[src/shared/spi_frame_params.svh]
// Purpose: Register offsets, field positions, reset values and timing of the serial port
// Assumes: 32-bit APB, byte addresses
// Notes: Definitions only
`ifndef SPI_FRAME_PARAMS_SVH
`define SPI_FRAME_PARAMS_SVH
`define OFS_PORT_CONTROL       12'h000
`define OFS_FRAME_CONTROL      12'h004
`define OFS_DATA_PORT          12'h008
`define OFS_FIFO_STATUS        12'h00C
`define CTL_SIZE_LSB           0
`define CTL_SIZE_MSB           4
`define CTL_ENABLE_BIT         5
`define RST_FRAME_SIZE_M1      5'h07
`define FC_RX_ORDER_LSB        4
`define FC_CMD_WAIT_BIT        6
`define FC_RX_LEVEL_LSB        7
`define FC_TX_LEVEL_LSB        10
`define FC_GAP_LSB             14
`define FC_TX_ORDER_LSB        18
`define FC_IN_DELAY_BIT        21
`define ST_TX_EMPTY_BIT        0
`define ST_TX_SPACE_BIT        1
`define ST_RX_DATA_BIT         2
`define ST_RX_FULL_BIT         3
`define ST_BUSY_BIT            4
`define LVL_CODE_1             3'h0
`define LVL_CODE_4             3'h1
`define LVL_CODE_8             3'h2
`define IN_DELAY_CYCLES        2
`endif

[src/shared/spi_frame_pkg.sv]
// Purpose: Types shared by the serial port
// Assumes: Nothing
// Notes: Constants live in spi_frame_params.svh
package spi_frame_pkg;
	typedef enum logic [1:0] {
		ST_IDLE  = 2'h0,
		ST_SHIFT = 2'h1,
		ST_GAP   = 2'h3
	} link_state_e;
	typedef logic [31:0] word_t;
endpackage

[src/rtl/spi_frame_fifo_status.sv]
// Purpose: APB serial port master with transmit and receive FIFOs, ordering and status
// Assumes: Mode 0 framing, serial clock divided from clk_i, DEPTH a power of two
// Assumes: HALF_DIV of 5 or more when the input delay is used, else the sample is stale
// Notes: Read data is captured in the setup cycle, so status is one cycle old
`timescale 1ns/1ps
`include "spi_frame_params.svh"
module spi_frame_fifo_status #(
	parameter int DEPTH    = 8,
	parameter int HALF_DIV = 4
) (
	input  wire logic        clk_i,
	input  wire logic        rstn_i,
	input  wire logic        psel_i,
	input  wire logic        penable_i,
	input  wire logic        pwrite_i,
	input  wire logic [11:0] paddr_i,
	input  wire logic [31:0] pwdata_i,
	output logic      [31:0] prdata_o,
	output logic             pready_o,
	output logic             pslverr_o,
	output logic             sclk_o,
	output logic             mosi_o,
	output logic             cs_n_o,
	input  wire logic        miso_i,
	output logic             rx_level_hit_o,
	output logic             tx_level_hit_o
);
	localparam int AW = $clog2(DEPTH);
	localparam int CW = AW + 1;
	localparam logic [CW-1:0] FULL = CW'(DEPTH);
	localparam logic [7:0] HD = 8'(HALF_DIV - 1);
	localparam logic [7:0] PER = 8'(2 * HALF_DIV - 1);

	typedef struct packed {
		spi_frame_pkg::link_state_e st;
		logic [DEPTH-1:0][31:0] txm;
		logic [DEPTH-1:0][31:0] rxm;
		logic [AW-1:0] tx_wp;
		logic [AW-1:0] tx_rp;
		logic [CW-1:0] tx_cnt;
		logic [AW-1:0] rx_wp;
		logic [AW-1:0] rx_rp;
		logic [CW-1:0] rx_cnt;
		logic [4:0]    size_m1;
		logic          en;
		logic [1:0]    rx_ord;
		logic          cmd_wait;
		logic [2:0]    rx_lvl;
		logic [2:0]    tx_lvl;
		logic [3:0]    gap_cfg;
		logic [1:0]    tx_ord;
		logic          in_del;
		logic [31:0]   sh;
		logic [31:0]   rsr;
		logic [5:0]    bitc;
		logic [7:0]    ph;
		logic [4:0]    gap;
		logic          sclk;
		logic          cs_n;
		logic          mosi;
		logic [1:0]    sync;
		logic [1:0]    dly;
		logic [31:0]   prdata;
		logic          rd_ok;
	} state_s;

	state_s r;
	state_s next_r;

	function automatic spi_frame_pkg::word_t rev32(input spi_frame_pkg::word_t d);
		spi_frame_pkg::word_t o;
		o = '0;
		for (int i = 0; i < 32; i++) begin
			o[i] = d[31-i];
		end
		return o;
	endfunction

	function automatic spi_frame_pkg::word_t swap32(input spi_frame_pkg::word_t d);
		return {d[7:0], d[15:8], d[23:16], d[31:24]};
	endfunction

	function automatic spi_frame_pkg::word_t brb(input spi_frame_pkg::word_t d);
		spi_frame_pkg::word_t o;
		o = '0;
		for (int i = 0; i < 32; i++) begin
			o[i] = d[(i & 24) + 7 - (i & 7)];
		end
		return o;
	endfunction

	// Left-justified image, shifted out MSB first
	function automatic spi_frame_pkg::word_t tx_map(input spi_frame_pkg::word_t d,
			input logic [1:0] o, input logic [5:0] nb);
		spi_frame_pkg::word_t m;
		logic [5:0] ls;
		ls = 6'(6'd32 - nb);
		m = d & (32'hFFFFFFFF >> ls);
		case (o)
			2'h0: return m << ls;
			2'h1: return swap32(m);
			2'h2: return brb(m) << ls;
			default: return rev32(m);
		endcase
	endfunction

	// Undo the transmit order on a right-justified capture
	function automatic spi_frame_pkg::word_t rx_map(input spi_frame_pkg::word_t d,
			input logic [1:0] o, input logic [5:0] nb);
		spi_frame_pkg::word_t m;
		logic [5:0] ls;
		ls = 6'(6'd32 - nb);
		m = d & (32'hFFFFFFFF >> ls);
		case (o)
			2'h0: return m;
			2'h1: return swap32(m) >> ls;
			2'h2: return brb(m);
			default: return rev32(m) >> ls;
		endcase
	endfunction

	function automatic logic lvl_hit(input logic [2:0] c, input logic [CW-1:0] n);
		case (c)
			`LVL_CODE_1: return n >= CW'(1);
			`LVL_CODE_4: return n >= CW'(4);
			`LVL_CODE_8: return n >= CW'(8);
			default: return 1'b0;
		endcase
	endfunction

	logic       setup;
	logic       acc_wr;
	logic       acc_rd;
	logic       mapped;
	logic       miso_use;
	logic       tx_push;
	logic       tx_pop;
	logic       rx_push;
	logic       rx_pop;
	logic [5:0] nbits;
	logic [31:0] st_word;

	assign setup = psel_i && !penable_i;
	assign acc_wr = psel_i && penable_i && pwrite_i;
	assign acc_rd = psel_i && penable_i && !pwrite_i;
	assign nbits = {1'b0, r.size_m1} + 6'h01;
	assign miso_use = r.in_del ? r.dly[1] : r.sync[1];
	assign st_word = {27'h0, (r.st != spi_frame_pkg::ST_IDLE) || (r.tx_cnt != '0),
		r.rx_cnt == FULL,
		r.rx_cnt != '0,
		r.tx_cnt != FULL,
		r.tx_cnt == '0};

	always_comb begin
		mapped = 1'b0;
		if (paddr_i == `OFS_PORT_CONTROL) begin
			mapped = 1'b1;
		end else if (paddr_i == `OFS_FRAME_CONTROL) begin
			mapped = 1'b1;
		end else if (paddr_i == `OFS_DATA_PORT) begin
			mapped = 1'b1;
		end else if (paddr_i == `OFS_FIFO_STATUS) begin
			mapped = 1'b1;
		end
	end

	always_comb begin
		next_r = r;
		tx_push = 1'b0;
		tx_pop = 1'b0;
		rx_push = 1'b0;
		rx_pop = 1'b0;
		next_r.sync = {r.sync[0], miso_i};
		next_r.dly = {r.dly[0], r.sync[1]};
		// Read data is taken in setup so the access edge can pop without a wait
		if (setup) begin
			next_r.prdata = '0;
			next_r.rd_ok = 1'b0;
			if (paddr_i == `OFS_PORT_CONTROL) begin
				next_r.prdata = {26'h0, r.en, r.size_m1};
			end else if (paddr_i == `OFS_FRAME_CONTROL) begin
				next_r.prdata = {10'h0, r.in_del, 1'b0, r.tx_ord, r.gap_cfg, 1'b0,
					r.tx_lvl, r.rx_lvl, r.cmd_wait, r.rx_ord, 4'h0};
			end else if (paddr_i == `OFS_DATA_PORT) begin
				next_r.prdata = r.rxm[r.rx_rp];
				next_r.rd_ok = r.rx_cnt != '0;
			end else if (paddr_i == `OFS_FIFO_STATUS) begin
				next_r.prdata = st_word;
			end
		end
		if (acc_rd && paddr_i == `OFS_DATA_PORT && r.rd_ok) begin
			rx_pop = 1'b1;
			next_r.rx_rp = r.rx_rp + AW'(1);
		end
		if (acc_wr) begin
			if (paddr_i == `OFS_PORT_CONTROL) begin
				next_r.size_m1 = pwdata_i[`CTL_SIZE_MSB:`CTL_SIZE_LSB];
				next_r.en = pwdata_i[`CTL_ENABLE_BIT];
			end else if (paddr_i == `OFS_FRAME_CONTROL) begin
				next_r.rx_ord = pwdata_i[`FC_RX_ORDER_LSB +: 2];
				next_r.cmd_wait = pwdata_i[`FC_CMD_WAIT_BIT];
				next_r.rx_lvl = pwdata_i[`FC_RX_LEVEL_LSB +: 3];
				next_r.tx_lvl = pwdata_i[`FC_TX_LEVEL_LSB +: 3];
				next_r.gap_cfg = pwdata_i[`FC_GAP_LSB +: 4];
				next_r.tx_ord = pwdata_i[`FC_TX_ORDER_LSB +: 2];
				next_r.in_del = pwdata_i[`FC_IN_DELAY_BIT];
			end else if (paddr_i == `OFS_DATA_PORT && r.tx_cnt != FULL) begin
				tx_push = 1'b1;
				next_r.txm[r.tx_wp] = pwdata_i;
				next_r.tx_wp = r.tx_wp + AW'(1);
			end
		end
		case (r.st)
			spi_frame_pkg::ST_IDLE: begin
				if (r.en && r.tx_cnt != '0) begin
					tx_pop = 1'b1;
					next_r.tx_rp = r.tx_rp + AW'(1);
					next_r.sh = tx_map(r.txm[r.tx_rp], r.tx_ord, nbits);
					next_r.mosi = next_r.sh[31];
					next_r.cs_n = 1'b0;
					next_r.sclk = 1'b0;
					next_r.bitc = nbits;
					next_r.ph = '0;
					next_r.st = spi_frame_pkg::ST_SHIFT;
				end
			end
			spi_frame_pkg::ST_SHIFT: begin
				next_r.ph = r.ph + 8'h01;
				if (r.ph == HD) begin
					next_r.ph = '0;
					next_r.sclk = !r.sclk;
					if (!r.sclk) begin
						next_r.rsr = {r.rsr[30:0], miso_use};
					end else begin
						next_r.sh = r.sh << 1;
						next_r.mosi = r.sh[30];
						next_r.bitc = r.bitc - 6'h01;
						if (r.bitc == 6'h01) begin
							// Received frame is dropped if the FIFO is full
							if (r.rx_cnt != FULL) begin
								rx_push = 1'b1;
								next_r.rxm[r.rx_wp] = rx_map(r.rsr, r.rx_ord, nbits);
								next_r.rx_wp = r.rx_wp + AW'(1);
							end
							next_r.cs_n = 1'b1;
							next_r.mosi = 1'b0;
							next_r.gap = {1'b0, r.gap_cfg} + {4'h0, r.cmd_wait};
							next_r.st = spi_frame_pkg::ST_GAP;
						end
					end
				end
			end
			spi_frame_pkg::ST_GAP: begin
				if (r.gap == '0) begin
					next_r.st = spi_frame_pkg::ST_IDLE;
				end else if (r.ph == PER) begin
					next_r.ph = '0;
					next_r.gap = r.gap - 5'h01;
				end else begin
					next_r.ph = r.ph + 8'h01;
				end
			end
			default: begin
				next_r.st = spi_frame_pkg::ST_IDLE;
			end
		endcase
		next_r.tx_cnt = r.tx_cnt + CW'(tx_push) - CW'(tx_pop);
		next_r.rx_cnt = r.rx_cnt + CW'(rx_push) - CW'(rx_pop);
	end

	always_ff @(posedge clk_i) begin
		if (!rstn_i) begin
			r <= '0;
			r.size_m1 <= `RST_FRAME_SIZE_M1;
			r.cs_n <= 1'b1;
			r.st <= spi_frame_pkg::ST_IDLE;
		end else begin
			r <= next_r;
		end
	end

	assign prdata_o = r.prdata;
	assign pready_o = 1'b1;
	assign pslverr_o = psel_i && penable_i && !mapped;
	assign sclk_o = r.sclk;
	assign mosi_o = r.mosi;
	assign cs_n_o = r.cs_n;
	assign rx_level_hit_o = lvl_hit(r.rx_lvl, r.rx_cnt);
	assign tx_level_hit_o = lvl_hit(r.tx_lvl, r.tx_cnt);
endmodule

[config.mk]
export PLATFORM = sky130hd
export DESIGN_NAME = spi_frame_fifo_status
export DESIGN_NICKNAME = d
export VERILOG_FILES = /design/src/shared/spi_frame_pkg.sv /design/src/rtl/spi_frame_fifo_status.sv
export VERILOG_INCLUDE_DIRS = /design/src /design/src/shared
export SDC_FILE = /design/constraint.sdc
export NUM_CORES = 2
export LEC_CHECK = 0
export ABC_AREA = 1
export BUFFER_PORTS_ARGS = -buffer_cell sky130_fd_sc_hd__clkbuf_2
export CORE_MARGIN = 3
export CORE_UTILIZATION = 40
export DETAILED_ROUTE_END_ITERATION = 8
export PLACE_DENSITY = 0.53
export REMOVE_ABC_BUFFERS = 1
export SYNTH_ARGS = -nofsm -noshare
export SYNTH_HDL_FRONTEND = slang
export SYNTH_SLANG_ARGS = --single-unit
[constraint.sdc]
create_clock -name clk_i -period 6.1 [get_ports clk_i]
set_input_delay 0.305 -clock clk_i [delete_from_list [all_inputs] [get_ports clk_i]]
set_output_delay 0.305 -clock clk_i [all_outputs]
set_load 0.05 [all_outputs]
* Word-level counts from Yosys, hierarchy flattened
Index checks and enable logic that the tools add are counted.
** Word-level totals
- Bits in registers :: 678
- Word-level logic and storage cells :: 216
- Input bits :: 50
** Cells by class
- Shifts and indexed selects :: 5
- Add/subtract/negate cells :: 14
- Reductions and logical operators :: 42
- Bitwise logic cells :: 5
- Magnitude comparators :: 12
- Equal/unequal tests :: 26
- Muxes and demuxes :: 68
** Operators with widths (count)
- bitwise mux 256 bit :: 2
- 2-to-1 mux 32 bit :: 13
- binary-select mux 32 bit (select 3 bit) :: 2
- demux 32 bit (select 3 bit) :: 2
- one-hot mux 32 bit (3 select lines) :: 2
- 2-to-1 mux 85 bit :: 1
- AND 32 bit :: 2
- left shift 32 x 6 -> 32 bit :: 2
- right shift 32 x 6 -> 32 bit :: 2
- 2-to-1 mux 31 bit :: 2
- one-hot mux 31 bit (2 select lines) :: 1
- right shift 32 x 6 -> 32 bit (first input constant) :: 1
- equality test 12 x 4 -> 1 bit (second input constant) :: 2
- one-hot mux 8 bit (3 select lines) :: 1
- 2-to-1 mux 1 bit :: 20
- 2-to-1 mux 5 bit :: 4
- < comparator 3 x 4 -> 1 bit (second input constant) :: 4
- AND reduction 5 bit :: 3
- 2-to-1 mux 14 bit :: 1
- 2-to-1 mux 2 bit :: 7
- inequality test 2 bit (second input constant) :: 7
- 2-to-1 mux 13 bit :: 1
- adder 3 x 1 -> 3 bit (second input constant) :: 4
- equality test 12 x 3 -> 1 bit (second input constant) :: 1
- 45 further kinds :: 85

* Depth between registers and ports, before layout
- Depth in word-level cells :: 12
- Mapped depth :: 27
- Depth with buffers taken out :: 23

* Worst setup path before layout
OpenSTA, ideal clock, no wires.
- Kind :: reg-to-reg
- From :: reg r[140] (netlist bit)
- To :: reg r[304] (netlist bit)
- Data required time :: 5991 ps
- Arrival time :: 3271 ps
- Setup slack :: 2720 ps
- Path buffers :: 5
- Stages on the path, launching flop included :: 24
- Clock period less this slack :: 3380 ps
- Path through :: dfxtp_1 -> buf_4 -> inv_4 -> clkbuf_1 -> clkbuf_1 -> ha_1 -> inv_2 -> nand2_2 -> nor2_2 -> nand3_4 -> o21ai_2 -> nand2_2 -> buf_6 -> buf_4 -> nand4_1 -> o211ai_2 -> nand3_1 -> nand3_1 -> nand3_1 -> nand3_1 -> nand2_1 -> nand3_1 -> nand2_1 -> inv_1
** Between the ends
- Longest elaborated chain between the ends :: 12
- Elaborated cells on any way between the ends :: 13
- Those cells by class :: add/sub: 2; shift: 3; mux: 7; bitwise: 1
** Ends and longest elaborated chain
- start, declared :: RTL line spi_frame_fifo_status.sv:67 : state_s r;
- start signal, assigned :: RTL line spi_frame_fifo_status.sv:278 : r <= next_r;
- adder 5 x 1 -> 6 bit * :: RTL line spi_frame_fifo_status.sv:146 : assign nbits = {1'b0, r.size_m1} + 6'h01;
- subtractor 6 bit * :: RTL line spi_frame_fifo_status.sv:112 : ls = 6'(6'd32 - nb);
- right shift 32 x 6 -> 32 bit :: RTL line spi_frame_fifo_status.sv:113 : m = d & (32'hFFFFFFFF >> ls);
- AND 32 bit :: RTL line spi_frame_fifo_status.sv:113
- right shift 32 x 6 -> 32 bit (on tied branches) :: RTL line spi_frame_fifo_status.sv:118, spi_frame_fifo_status.sv:116
- one-hot mux 32 bit (3 select lines) * :: RTL line spi_frame_fifo_status.sv:114 : case (o)
- 2-to-1 mux 32 bit * :: RTL line spi_frame_fifo_status.sv:240 : if (r.rx_cnt != FULL) begin
- 2-to-1 mux 32 bit * :: RTL line spi_frame_fifo_status.sv:238 : if (r.bitc == 6'h01) begin
- 2-to-1 mux 32 bit * :: RTL line spi_frame_fifo_status.sv:232 : if (!r.sclk) begin
- 2-to-1 mux 32 bit * :: RTL line spi_frame_fifo_status.sv:229 : if (r.ph == HD) begin
- 2-to-1 mux 32 bit * :: RTL line spi_frame_fifo_status.sv:213 : case (r.st)
- bitwise mux 256 bit * :: RTL line spi_frame_fifo_status.sv:242 : next_r.rxm[r.rx_wp] = rx_map(r.rsr, r.rx_ord, nbits);
Every way passes the cells marked *; elsewhere a longest branch is shown, timed or not. The select of a mux whose other input is x is not followed.
A chain may end at the register's enable or synchronous reset.

* Worst setup path in the final report
- From :: reg r[140] (netlist bit)
- To :: reg r[291] (netlist bit)
Same word-level chain as after synthesis.

==> results_dict.tcl <==
set metrics [dict create \
    synth_area_mm2 0.03683 \
    antenna_found_initial 2 \
    synth_common_cells "nand3_1, nor2_1, nand2_1, dfxtp_1, inv_1" \
    worstPathArrival_ns 5.46 \
    syn2layout_area_growth_pct 8.919 \
    hold_viol 0 \
    critPathKind "flop to flop" \
    pre_cts_slack_ns 1.372 \
    crit_slowest_cell "nand2_4" \
    synth-seq-area-share 0.3686 \
    gp_congestion 0.9563 \
    ys_top_cells_by_area "dfxtp_1, nand3_1, nor2_1" \
    core_area_mm2 0.09070 \
    std_cell_rows 110 \
    synthMuxAreaShare 0.0002718 \
    rsz0062_at_grt "false" \
    cts_num_sinks 678 \
    path_cells "buf_4 -> ha_1 -> inv_1 -> ha_1 -> nor2_1 -> nand3_1 -> nand2_4 -> nand2_1 -> nand3_2 -> nand2_1 -> nand2_1 -> nand2_1 -> nand3_1 -> nor2_1 -> nand3_1 -> o221ai_1 -> o21ai_0 -> inv_1" \
    finalInstanceArea_mm2 0.04011 \
    synth_top_area_cell "dfxtp_1" \
    dp_hpwl_mm 84.52 \
    synth_compound_area_frac 0.2060 \
    synth_edf_count 0 \
    slowest_delay_ns 0.60 \
    power_density_mw_per_mm2 234.9 \
    max_cap_viol_count 0 \
    synth_cell_type_count 61 \
    die_area_mm2 0.09574 \
    ant_nets 0 \
    die_y_um 309.4 \
    ys_ff_latch 678 \
    start_kind "flop" \
    relSlewSlack 0.2165 \
    yosys_warnings 0 \
    power.leakage_nw 16.50 \
    async_reset_ff_frac 0 \
    dp_cells 6342 \
    port_buffers 87 \
    timing.final.ws_setup_ns 1.162 \
    diodes 0 \
    cts_tree "built" \
    initial_core_util 0.4060 \
    status "finished, final reports clean" \
    setup_viol 0 \
    critPathRequiredTime_ns 6.62 \
    area.sequential_mm2 0.01359 \
    irDropWorstVdd_v 0.0002499 \
    cts-buffers-inserted 79 \
    cts_hold_buf 8 \
    clkTransAtPathRegs_ns 0.06 \
    drive_gt1_frac 0.08282 \
    final_cells 6489 \
    die_w_um 309.4 \
    wl_per_cell_um 20.34 \
    track_usage 0.2701 \
    drc 0 \
    cts_setup_buffers 0 \
    htreeDepth 3 \
    vias 36396 \
    synth_top_area_frac 0.3686 \
    skew_ns 0.03200 \
    grt_pass1_vias 33273 \
    syn_avg_cell_area_um2 6.756 \
    fin_crit_ns 4.938 \
    io_pins 89 \
    cp-end-kind "flop" \
    multi_input_area_mm2 0.01928 \
    crit_top_cell "nand2_1" \
    final_nets 5337 \
    worstSkewPairLatency_ns 0.65 \
    grt.overflow.total 0 \
    tightest_slew_ns 1.161 \
    via_per_inst 5.609 \
    ys.flop_type "dfxtp_1" \
    root_buffer "clkbuf_16" \
    drv_slew 0 \
    synth-adder-area-share 0.01128 \
    syn_inst 5451 \
    grt_start_max_net_pins 171 \
    cts_buffer_depth 3 \
    yosysMostFrequentCell "nand3_1" \
    first_pass_iters 6 \
    fmax_mhz 202.5 \
    synth_xor_area_frac 0.001903 \
    grt_pass1_wl_mm 203.3 \
    synth_top_family_by_area "simple AND/OR/NAND/NOR gates" \
    crit_fanout 48 \
    routed_wirelength_mm 132.0 \
    drtIter0Drc 3690 \
    fill_cells 9611 \
    yosys.area_share.simple 0.3010 \
    place_area_mm2 0.03744 \
    finalCritPeriodShare 0.8095 \
    cts_resized 0 \
    hp-class "input port to flop" \
]
-- worst paths after layout --
check,slack (ns),from,endpoint,cells after the start
worst max-delay path,1.16,r[140],r[291],18
worst min-delay path,0.03,pwdata_i[9],r[135],3
worst max register to register,1.16,r[140],r[291],18
worst min register to register,0.42,next_r[34],r[34],2
-- critical path, delay by kind of cell (launching register included) --
kind                       cells  cell delay, ns
AOI/OAI and AO/OA              2            0.81
adders and majority gates      2            0.67
DFF                            1            0.36
and+or+nand+nor               11            2.30
buffers and inverters          3            0.61
-- layer usage --
| layer | share of wire | global-route usage |
|---|---|---|
| met3 | 0.076 | 0.05393 |
| met2 | 0.41 | 0.3938 |
| met5 | 0 | 0 |
| met4 | 0.038 | 0.09615 |
| met1 | 0.47 | 0.3936 |
-- registers in the layout (all words and copies together), names as in the netlist --
name / flops
prdata_o: 32
sclk_o: 1
mosi_o: 1
cs_n_o: 1
r: 640
next_r: 3
-- per-stage QoR --
| stage | power, W | setup TNS (ns) | hold slack [ns] | util |
|---|---|---|---|---|
| floorplan | 0.004608 | -805.06 | 0.3900 | - |
| global placement | 0.004717 | 0 | 0.3928 | 0.4128 |
| detailed placement | 0.004715 | 0 | 0.4055 | 0.4128 |
| CTS | 0.009533 | 0 | 0.001990 | 0.4422 |
| global route | 0.009711 | 0 | 0.03344 | 0.4422 |
| finish | 0.009423 | 0 | 0.03485 | 0.4422 |
-- cell usage in the layout, fill, tap and decap left out, types with 6 or more instances in the layout --
cell           Yosys  routed
nand3_1          794     794
nor2_1           743     736
nand2_1          722     721
dfxtp_1          678     672
inv_1            522     519
o21ai_0          396     396
a21oi_1          348     348
a211oi_1         237     237
o211ai_1         129     129
clkbuf_2           0      86
clkbuf_16          0      80
nand4_1           76      76
buf_4             47      61
o22ai_1           40      40
nand2_2           32      32
nor2_4            12      29
ha_1              30      29
nand3_2           28      28
o21ai_1           26      26
inv_2             23      23
clkbuf_8           0      19
nor2_2            27      17
o221ai_1          16      16
clkbuf_1         252      16
clkinv_2           0      15
a31oi_1           12      12
nor3_1            11      11
clkinv_1           9       9
and3_1             9       9
o311ai_0           8       8
o211ai_2           8       8
a22o_1             8       8
dlygate4sd3_1      0       8
o22a_1             7       7
a221oi_1           7       7
o2111ai_1          7       7
xor2_1             6       6
-- cells by family after synthesis --
logic type,count (synthesis)
buffers and inverters,993
adders and majority gates,32
muxes,1
DFF,678
other,1
and+or+nand+nor,2478
AOI/OAI and AO/OA,1260
xor gates and xnor gates,8
-- final cells by class --
class | instances | share of cell area
Sequential cell | 678 | 0.3387
Clock buffer | 115 | 0.05793
Timing Repair Buffer | 161 | 0.02692
Inverter | 555 | 0.05228
Tap cell | 1176 | 0.03668
Multi-Input combinational cell | 3780 | 0.4808
Clock inverter | 24 | 0.006738
-- report_power, final --
group	internal [W]	switching, W	total, W
clock network	0.00285	0.00196	0.00480
logic	0.0000323	0.000157	0.000189
registers	0.00443	0.00000239	0.00443
total	0.00731	0.00211	0.00942
Note: power is estimated with default switching activity, not from simulation.
